$ cat src/common/rpu_regs.vh
// constants of the region protection unit: register selects, fields, reset values, codes
`ifndef RPU_REGS_VH
`define RPU_REGS_VH
`define RPU_NUM_REGIONS 8
// register selects on the system control coprocessor port
`define RPU_SEL_CTRL 4'h1
`define RPU_SEL_DCACHE 4'h2
`define RPU_SEL_ICACHE 4'h3
`define RPU_SEL_BUF 4'h4
`define RPU_SEL_DPERM 4'h5
`define RPU_SEL_IPERM 4'h6
`define RPU_SEL_REGION 4'h7
// base-and-size register fields
`define RPU_BASE_HI 31
`define RPU_BASE_LO 12
`define RPU_SIZE_HI 5
`define RPU_SIZE_LO 1
`define RPU_EN_BIT 0
`define RPU_REGION_RESET 32'h00000000
`define RPU_CTRL_RESET 32'h00000000
`define RPU_ATTR_RESET 8'h00
`define RPU_PERM_RESET 32'h00000000
// control register protection enable bit
`define RPU_CTRL_PU_BIT 0
// size codes
`define RPU_SIZE_MIN 5'h0b
`define RPU_SIZE_MAX 5'h1f
// permission codes
`define RPU_AP_NONE 4'h0
`define RPU_AP_PRIV 4'h1
`define RPU_AP_PRIV_URO 4'h2
`define RPU_AP_FULL 4'h3
`define RPU_AP_PRIV_RO 4'h5
`define RPU_AP_RO 4'h6
// multi-word split granule, address bit of 4KB
`define RPU_PAGE_BIT 12
`endif

$ cat src/rpu_region_match.v
// one protection region comparator
module rpu_region_match (
   input wire [31:0] region_in, // base-and-size register value
   input wire [31:0] addr_in, // access address
   output wire hit_out // region enabled and address inside
);
`include "rpu_regs.vh"
   wire [4:0] size_code;
   wire [31:0] mask;
   assign size_code = region_in[`RPU_SIZE_HI:`RPU_SIZE_LO];
   // size decode: 2^(code+1) bytes, keep address bits at and above code+1
   assign mask = (size_code == `RPU_SIZE_MAX) ? 32'h00000000 :
      (32'hffffffff << ({27'h0, size_code} + 32'h1));
   assign hit_out = region_in[`RPU_EN_BIT] &&
      ((addr_in & mask) == ({region_in[`RPU_BASE_HI:`RPU_BASE_LO], 12'h000} & mask));
endmodule

$ cat src/rpu_perm_check.v
// permission decode of one four-bit access permission code
module rpu_perm_check (
   input wire [3:0] perm_in, // permission code of winning region
   input wire priv_in, // access in privileged mode
   input wire write_in, // access is a write
   output reg allow_out // access permitted
);
`include "rpu_regs.vh"
   // code decode, user and privileged rights
   always @* begin
      case (perm_in)
         `RPU_AP_NONE: allow_out = 1'b0;
         `RPU_AP_PRIV: allow_out = priv_in;
         `RPU_AP_PRIV_URO: allow_out = priv_in | ~write_in;
         `RPU_AP_FULL: allow_out = 1'b1;
         `RPU_AP_PRIV_RO: allow_out = priv_in & ~write_in;
         `RPU_AP_RO: allow_out = ~write_in;
         default: allow_out = 1'b0;
      endcase
   end
endmodule

$ cat src/rpu_top.v
// region protection unit: region registers, lookup and abort generation
// Contract
// - eight independently programmable regions of variable size
// - checking enabled only while control bit 0 is set
// - disabled: fetches noncachable, data noncachable and nonbufferable
// - base in [31:12], size in [5:1], enable in bit 0
// - reset clears every region enable bit
// - size code b01011 is 4KB, each step doubles, b11111 4GB
// - per-region cachable, bufferable for data, read/write permissions
// - failed permission gives prefetch abort or data abort
// - cachable and bufferable bits select one of four configurations
// - highest numbered matching region wins, region 7 highest
// - no enabled region matched while enabled aborts the access
// - code b0010 privileged full, user read; b0001 privileged only
// - multi-word beats entering a new 4KB page are flagged; every beat checked on its own address
module rpu_top #(
   parameter NREG = 8
) (
   input wire clk_in, // core clock
   input wire rst_in, // synchronous reset, active high
   input wire cp_wr_in, // coprocessor register write strobe
   input wire cp_rd_in, // coprocessor register read strobe
   input wire [3:0] cp_sel_in, // coprocessor register select
   input wire [2:0] cp_region_in, // region number for region registers
   input wire [31:0] cp_wdata_in, // coprocessor write data
   output reg [31:0] cp_rdata_out, // coprocessor read data
   input wire i_req_in, // instruction fetch valid
   input wire [31:0] i_addr_in, // instruction fetch address
   input wire i_priv_in, // fetch in privileged mode
   input wire d_req_in, // data access valid
   input wire [31:0] d_addr_in, // data address
   input wire d_write_in, // data access is a write
   input wire d_priv_in, // data access in privileged mode
   input wire d_multi_in, // data access is a multi-word transfer beat
   output reg i_cachable_out, // fetch may be cached
   output reg i_abort_out, // prefetch abort
   output reg d_cachable_out, // data may be cached
   output reg d_bufferable_out, // data may be write-buffered
   output reg [1:0] d_cfg_out, // data cache and write buffer configuration
   output reg d_abort_out, // data abort
   output reg d_split_out, // multi-word beat crossed a 4KB page
   output reg pu_enabled_out // protection currently enabled
);
`include "rpu_regs.vh"

   // register map on the coprocessor port, picked by cp_sel_in:
   //    1  control; bit 0 turns checking on, other bits are stored only
   //    2  data cachable flags, bit n for region n
   //    3  fetch cachable flags, bit n for region n
   //    4  data bufferable flags, bit n for region n; fetches have none
   //    5  data permission codes, region n in bits 4n+3 down to 4n
   //    6  fetch permission codes, same packing as the data codes
   //    7  base-and-size of the region named by cp_region_in
   //    other selects: writes are dropped, reads return zero
   // base-and-size word:
   //    31..12  base address, a multiple of the region size
   //    11..6   unused, kept at zero
   //    5..1    size code, region spans 2^(code+1) bytes
   //    0       region enable, cleared by reset
   // size codes: 11 is 4KB, 12 is 8KB, each step doubles, 31 covers all 4GB
   // permission codes, privileged / user:
   //    0  none / none
   //    1  read-write / none
   //    2  read-write / read
   //    3  read-write / read-write
   //    5  read / none
   //    6  read / read
   //    others deny both, the safe reading of a code we do not expect
   // lookup, per path and per cycle:
   //    every enabled region compares the address against its masked base
   //    the highest numbered hit wins, region 7 over region 0
   //    no hit while checking is on aborts a valid request
   //    the winner's permission code, the mode and the direction decide
   //    fetches are judged as reads against their own code and flags
   //    data cachable and bufferable pick one of four {C,B} configurations
   //    with checking off nothing aborts and nothing is cached or buffered
   //    multi-word data beats that enter a new 4KB page are flagged; every
   //    beat is still judged on its own address
   // timing: writes count for lookups from the next cycle; read data and
   // lookup verdicts come out of flops at the same edge that takes the request
   // limitation: size codes below 11 and misaligned bases are not caught;
   // they only give a smaller or odd mask, so software has to avoid them

   reg [31:0] region_ff [0:NREG-1];

   // control, attribute and permission registers
   reg [31:0] ctrl_ff;
   reg [NREG-1:0] dcache_ff;
   reg [NREG-1:0] icache_ff;
   reg [NREG-1:0] buf_ff;
   reg [31:0] dperm_ff;
   reg [31:0] iperm_ff;

   // previous data beat, for page crossings
   reg [31:0] last_d_addr_ff;
   reg last_multi_ff;

   // comparator hits, verdicts and the enable
   wire [NREG-1:0] i_hit;
   wire [NREG-1:0] d_hit;
   wire i_allow;
   wire d_allow;
   wire pu_on;

   // next values of the registered outputs
   reg nxt_i_abort;
   reg nxt_i_cachable;
   reg nxt_d_abort;
   reg nxt_d_cachable;
   reg nxt_d_bufferable;
   reg [1:0] nxt_d_cfg;
   wire nxt_d_split;
   integer k;

   // attribute flags widened to a full read-back word
   function [31:0] rpu_widen;
      input [NREG-1:0] flags;
      begin
         rpu_widen = {{(32-NREG){1'b0}}, flags};
      end
   endfunction

   // winning region index, highest set bit; used for both paths
   function [3:0] rpu_prio;
      input [NREG-1:0] hits;
      integer j;
      begin
         rpu_prio = 4'h8;
         for (j = 0; j < NREG; j = j + 1) begin
            if (hits[j]) begin
               rpu_prio = j[3:0];
            end
         end
      end
   endfunction

   // 4-bit permission field of a region out of a packed word
   function [3:0] rpu_perm;
      input [31:0] word;
      input [2:0] idx;
      begin
         rpu_perm = word[idx*4 +: 4];
      end
   endfunction

   assign pu_on = ctrl_ff[`RPU_CTRL_PU_BIT];

   // one comparator per region and path
   genvar g;
   generate
      for (g = 0; g < NREG; g = g + 1) begin : gen_region
         rpu_region_match u_i_match (
            .region_in(region_ff[g]),
            .addr_in(i_addr_in),
            .hit_out(i_hit[g])
         );
         rpu_region_match u_d_match (
            .region_in(region_ff[g]),
            .addr_in(d_addr_in),
            .hit_out(d_hit[g])
         );
      end
   endgenerate

   wire [3:0] i_win;
   wire [3:0] d_win;
   wire i_any;
   wire d_any;
   assign i_win = rpu_prio(i_hit);
   assign d_win = rpu_prio(d_hit);
   assign i_any = |i_hit;
   assign d_any = |d_hit;

   rpu_perm_check u_i_perm (
      .perm_in(i_any ? rpu_perm(iperm_ff, i_win[2:0]) : `RPU_AP_NONE),
      .priv_in(i_priv_in),
      .write_in(1'b0),
      .allow_out(i_allow)
   );
   rpu_perm_check u_d_perm (
      .perm_in(d_any ? rpu_perm(dperm_ff, d_win[2:0]) : `RPU_AP_NONE),
      .priv_in(d_priv_in),
      .write_in(d_write_in),
      .allow_out(d_allow)
   );

   // register writes from the coprocessor port
   always @(posedge clk_in) begin
      if (rst_in) begin
         for (k = 0; k < NREG; k = k + 1) begin
            region_ff[k] <= `RPU_REGION_RESET;
         end
         ctrl_ff <= `RPU_CTRL_RESET;
         dcache_ff <= {NREG{1'b0}};
         icache_ff <= {NREG{1'b0}};
         buf_ff <= {NREG{1'b0}};
         dperm_ff <= `RPU_PERM_RESET;
         iperm_ff <= `RPU_PERM_RESET;
      end else if (cp_wr_in) begin
         case (cp_sel_in)
            `RPU_SEL_CTRL: ctrl_ff <= cp_wdata_in;
            `RPU_SEL_DCACHE: dcache_ff <= cp_wdata_in[NREG-1:0];
            `RPU_SEL_ICACHE: icache_ff <= cp_wdata_in[NREG-1:0];
            `RPU_SEL_BUF: buf_ff <= cp_wdata_in[NREG-1:0];
            `RPU_SEL_DPERM: dperm_ff <= cp_wdata_in;
            `RPU_SEL_IPERM: iperm_ff <= cp_wdata_in;
            // unused bits 11:6 stored as zero
            `RPU_SEL_REGION: region_ff[cp_region_in] <=
               {cp_wdata_in[31:12], 6'h00, cp_wdata_in[5:0]};
            default: ctrl_ff <= ctrl_ff;
         endcase
      end
   end

   // register read-back, registered
   always @(posedge clk_in) begin
      if (rst_in) begin
         cp_rdata_out <= 32'h00000000;
      end else if (cp_rd_in) begin
         case (cp_sel_in)
            `RPU_SEL_CTRL: cp_rdata_out <= ctrl_ff;
            `RPU_SEL_DCACHE: cp_rdata_out <= rpu_widen(dcache_ff);
            `RPU_SEL_ICACHE: cp_rdata_out <= rpu_widen(icache_ff);
            `RPU_SEL_BUF: cp_rdata_out <= rpu_widen(buf_ff);
            `RPU_SEL_DPERM: cp_rdata_out <= dperm_ff;
            `RPU_SEL_IPERM: cp_rdata_out <= iperm_ff;
            `RPU_SEL_REGION: cp_rdata_out <= region_ff[cp_region_in];
            default: cp_rdata_out <= 32'h00000000;
         endcase
      end
   end

   // multi-word tracking: address and multi flag of the last data access taken, multi or not
   always @(posedge clk_in) begin
      if (rst_in) begin
         last_d_addr_ff <= 32'h00000000;
         last_multi_ff <= 1'b0;
      end else if (d_req_in) begin
         last_d_addr_ff <= d_addr_in;
         last_multi_ff <= d_multi_in;
      end
   end

   // next lookup results; bypass values first so no path leaves one unset
   always @* begin
      nxt_i_abort = 1'b0;
      nxt_i_cachable = 1'b0;
      nxt_d_abort = 1'b0;
      nxt_d_cachable = 1'b0;
      nxt_d_bufferable = 1'b0;
      nxt_d_cfg = 2'h0;
      if (pu_on) begin
         // prefetch abort on denial or miss
         nxt_i_abort = i_req_in & ~i_allow;
         nxt_i_cachable = i_any & icache_ff[i_win[2:0]];
         // data abort on denial or miss
         nxt_d_abort = d_req_in & ~d_allow;
         nxt_d_cachable = d_any & dcache_ff[d_win[2:0]];
         nxt_d_bufferable = d_any & buf_ff[d_win[2:0]];
         // four configurations from C and B
         nxt_d_cfg = {nxt_d_cachable, nxt_d_bufferable};
      end
   end

   // flag beats entering a new 4KB page; each beat checked on its own
   assign nxt_d_split = d_req_in & d_multi_in & last_multi_ff &
      (d_addr_in[31:`RPU_PAGE_BIT] != last_d_addr_ff[31:`RPU_PAGE_BIT]);

   // registered lookup results, one cycle after the request
   always @(posedge clk_in) begin
      if (rst_in) begin
         i_cachable_out <= 1'b0;
         i_abort_out <= 1'b0;
         d_cachable_out <= 1'b0;
         d_bufferable_out <= 1'b0;
         d_cfg_out <= 2'h0;
         d_abort_out <= 1'b0;
         d_split_out <= 1'b0;
         pu_enabled_out <= 1'b0;
      end else begin
         pu_enabled_out <= pu_on;
         i_cachable_out <= nxt_i_cachable;
         i_abort_out <= nxt_i_abort;
         d_cachable_out <= nxt_d_cachable;
         d_bufferable_out <= nxt_d_bufferable;
         d_cfg_out <= nxt_d_cfg;
         d_abort_out <= nxt_d_abort;
         d_split_out <= nxt_d_split;
      end
   end
endmodule

$ cat config.mk
export PLATFORM = sky130hd
export DESIGN_NAME = rpu_top
export DESIGN_NICKNAME = d
export VERILOG_FILES = /design/src/rpu_region_match.v /design/src/rpu_perm_check.v /design/src/rpu_top.v
export VERILOG_INCLUDE_DIRS = /design/src /design/src/common
export SDC_FILE = /design/constraint.sdc
export NUM_CORES = 1
export LEC_CHECK = 0
export BUFFER_PORTS_ARGS = -buffer_cell sky130_fd_sc_hd__buf_2
export CAP_MARGIN = 0
export CORE_MARGIN = 4
export CORE_UTILIZATION = 40
export CTS_CLUSTER_SIZE = 24
export DETAILED_ROUTE_END_ITERATION = 10
export SLEW_MARGIN = 25
export SYNTH_ARGS = -nofsm -noshare
export SYNTH_HDL_FRONTEND = slang
export SYNTH_HIERARCHICAL = 1
export SYNTH_SLANG_ARGS = --single-unit
$ cat constraint.sdc
create_clock -name clk_in -period 8.3 [get_ports clk_in]
set_clock_uncertainty 0.2 [all_clocks]
set_input_delay 1.245 -clock clk_in [delete_from_list [all_inputs] [get_ports clk_in]]
set_output_delay 1.245 -clock clk_in [all_outputs]
set_load 0.05 [all_outputs]
==> results.cfg <==
[clocking]
cts_hold_buf = 0
clock_latency_ns = 0.58
cts_tree = done
clkTransAtPathRegs_ns = 0.06
cts_root_buf = clkbuf_16
h-tree-depth = 2
post_cts_buffers = 0
numCtsBuffers = 42
clock_sinks = 388
cts.repair.resized = 0
ctsLongestPathBuffers = 3

[pwr]
vdd_ir_drop_max_v = 0.000163
p_int_w = 0.00360
p_sw_frac = 0.324
pwr-share-comb = 0.215
clockPowerShare = 0.356
p_sw_w = 0.00173
p_leak_nw = 11.6
power_density_nw_per_um2 = 166
seqPwrFrac = 0.429

[timing]
finalMaxSlewViolations = 0
rsz0062_at_grt = false
fin_setup_tns_ns = 0
slew_headroom = 0.274
hold_violations = 0
layout_min_cycle_time_ns = 6.03
fin_crit_sh = 0.726
finalSetupViolCount = 0
max_freq_ghz = 0.166
worst_pin_slew_ns = 1.08

[die]
placementRows = 98
core-area_sq_um = 71700
die_w_microns = 278
initial_core_util = 0.406
dieArea_sq_um = 77100
die_h_microns = 278
num_io_pins = 154

[finish]
drive_gt1_frac = 0.150
fin_cells = 4152
nets = 3362
multi_input_comb_area_sq_um = 18200
n_fill_cell = 6992
syn_to_final_growth_pct = 10.1
register_area_sq_um = 9850

[synth]
synth.avg_cell_area_sq_um = 9.38
synth_edf_count = 208
synth-main-ff-cell = edfxtp_1
seq_area_frac_synth = 0.339
postSynth.asyncResetShare = 0
synthesis.nets = 3294
syn_inst = 3101
synth.distinct_cells = 91
yosys_warnings = 6
syn_area_sq_um = 29100
synth_seq_cells = 388

[global_route]
grt.total_usage = 0.343
grt_pass1_vias = 24700
globalRouteOverflowTotal = 0
grt_max_degree = 65
antenna_found_initial = 5
grt_pass1_wl_microns = 191000

[routing]
drt_iter0_markers = 3342
wl_met3_microns = 16000
vias = 26600
highest_layer = met5
ant_nets = 0
routed_wl_microns = 138000
wl_met1_microns = 54000
drc = 0
wl_met2_microns = 59400
wl_per_cell_microns = 33.3
viasPerCell = 6.40
firstDrtPassIters = 6

[hold_path]
hold_depth = 1
hold_class = reg2reg
min_to = cp_rdata_out[3]
min_from = cp_rdata_out[3]

[worst_setup_path]
r2r_start = region_ff[4][2]
critPathMaxFanout = 13
rr_endpoint = d_abort_out
path_class = reg2reg
critical_path_required_ns = 8.55
start_kind = flop
reg2regPathDepth = 15
endpoint_kind = flop
arrival_ns = 6.28
r2r_slack_ns = 2.27

[place]
io_buffer_count = 153
dp.cells = 4074
gp_congestion = 1.08
dp_hpwl_microns = 103000

[run_status]
status = completed

[job]
max_cap_violations = 0
[through the flow]
stage | worst slack, ns | hold WS, ns | power [W] | util | cell area, sq um
2_1_floorplan | 3.30 | 0.232 | 0.00291 | - | 29100
3_3_place_gp | 1.91 | 0.237 | 0.00343 | 0.426 | 30600
3_5_place_dp | 2.09 | 0.239 | 0.00342 | 0.427 | 30600
4_1_cts | 2.38 | 0.254 | 0.00530 | 0.446 | 32000
5_1_grt | 1.98 | 0.275 | 0.00548 | 0.446 | 32000
6_report | 2.27 | 0.252 | 0.00533 | 0.446 | 32000
[how the worst max path moves through the flow]
stage                          startpoint     endpoint  slack [ns]  depth (start not counted)
after floorplan              i_addr_in[4]  i_abort_out        3.30                         14
after global placement       d_addr_in[4]  d_abort_out        1.91                         16
after detailed placement     i_addr_in[4]  i_abort_out        2.09                         15
after CTS                 region_ff[3][1]  i_abort_out        2.38                         15
after global routing      region_ff[3][2]  i_abort_out        1.98                         15
final                     region_ff[4][2]  d_abort_out        2.27                         15
[sequential cells by signal (all words and copies together), names as in the netlist]
| name | cells |
|---|---|
| i_cachable_out | 1 |
| d_cfg_out | 1 |
| d_abort_out | 1 |
| cp_rdata_out | 32 |
| d_cachable_out | 1 |
| buf_ff | 8 |
| ctrl_ff | 32 |
| dcache_ff | 8 |
| region_ff | 208 |
| d_split_out | 1 |
| iperm_ff | 32 |
| dperm_ff | 32 |
| pu_enabled_out | 1 |
| i_abort_out | 1 |
| last_d_addr_ff | 20 |
| icache_ff | 8 |
| last_multi_ff | 1 |
[area by class of cell]
| cell class | count | share of cell area |
|---|---|---|
| diodes | 3 | 0.000234 |
| clock buffers | 62 | 0.0394 |
| clock inverters | 12 | 0.00356 |
| inverters | 71 | 0.00832 |
| multi-input cells | 2468 | 0.569 |
| flip-flops and latches | 388 | 0.308 |
| well taps | 950 | 0.0371 |
| repair buffers | 198 | 0.0349 |
[critical path, stage by stage (launching register included)]
cell       delay (ns)
edfxtp_1         0.64
ha_1             0.53
a211o_1          0.50
a2111oi_2        0.36
o21ai_1          0.13
a221oi_2         0.27
a31oi_1          0.14
o41ai_2          0.92
nor3b_1          0.13
nor3_2           0.70
buf_4            0.28
mux2i_1          0.22
o221ai_1         0.20
and3_1           0.24
a2111oi_2        0.35
nor3b_1          0.09
[Yosys cell counts, drive strengths merged (9+ instances only)]
cell / instances / share of area
ha: 80 / 0.034
nand3: 45 / 0.010
o211a: 13 / 0.0045
buf: 78 / 0.015
nand2: 347 / 0.045
a211o: 13 / 0.0039
nand2b: 19 / 0.0042
nor3b: 32 / 0.0083
xor2: 198 / 0.069
nor4: 17 / 0.0037
or2: 11 / 0.0024
a22oi: 9 / 0.0028
nand3b: 18 / 0.0046
dfxtp: 180 / 0.12
o221ai: 24 / 0.0072
and2: 229 / 0.049
and3: 25 / 0.0055
o22ai: 22 / 0.0047
nor3: 51 / 0.010
nor2b: 59 / 0.014
a2111oi: 28 / 0.012
a221oi: 27 / 0.011
inv: 71 / 0.0092
a221o: 10 / 0.0034
edfxtp: 208 / 0.21
mux4: 56 / 0.044
a32oi: 27 / 0.0081
a41oi: 9 / 0.0027
mux2i: 99 / 0.034
a222oi: 26 / 0.0089
o41ai: 29 / 0.012
a31oi: 59 / 0.013
a21oi: 227 / 0.039
a32o: 13 / 0.0050
clkbuf: 96 / 0.013
nor2: 146 / 0.020
o211ai: 14 / 0.0041
o21ai: 179 / 0.031
o22a: 13 / 0.0039
xnor2: 222 / 0.068
nand4: 20 / 0.0048
[power by group through the flow]
stage	Clock [W]	Sequential, W	Combinational [W]
after floorplan	0	0.00220	0.000716
after global placement	0	0.00231	0.00112
after detailed placement	0	0.00231	0.00111
after CTS	0.00191	0.00227	0.00111
after global routing	0.00200	0.00228	0.00121
final	0.00190	0.00229	0.00115
[logic make-up (layout without fill, tap and decap cells)]
logic type | after synthesis | count (layout) | synth area share
AOI/OAI and AO/OA | 776 | 776 | 0.188
xor gates and xnor gates | 420 | 420 | 0.136
adders and majority gates | 80 | 80 | 0.0344
buffers and inverters | 245 | 343 | 0.0369
DFF | 388 | 388 | 0.339
muxes | 162 | 162 | 0.0806
other | 1 | 4 | 0.000129
and+or+nand+nor | 1029 | 1029 | 0.185
[cell usage in the layout (no fill, tap or decap), types with 14 or more instances in the layout]
cell type and instances:
a32oi_1 27, xor2_1 182, nor2_1 138, inv_1 58
nand3b_1 18, nor2b_2 14, mux2i_1 99, o21ai_0 120
nand2_1 346, nand3_1 29, nor2b_1 44, a2111oi_2 15
ha_1 80, o221ai_1 24, nor4_1 17, edfxtp_1 208
o41ai_1 16, clkbuf_16 46, xnor2_1 219, nand3_2 16
dfxtp_1 180, nor3_1 45, a221oi_1 14, o22ai_1 22
mux4_2 52, a21oi_1 226, nor3b_1 32, nand2b_1 18
nand4_1 19, and3_1 22, buf_4 46, buf_2 151
a31oi_1 59, a222oi_1 26, o21ai_1 56, and2_1 216
[metal layers]
metal | up-vias | global-route usage
met1 | 13000 | 0.453
met3 | 335 | 0.0903
met4 | 2 | 0.174
li1 | 11500 | -
met5 | - | 0.00876
met2 | 1744 | 0.517
Power figures use the tool's default switching activity.
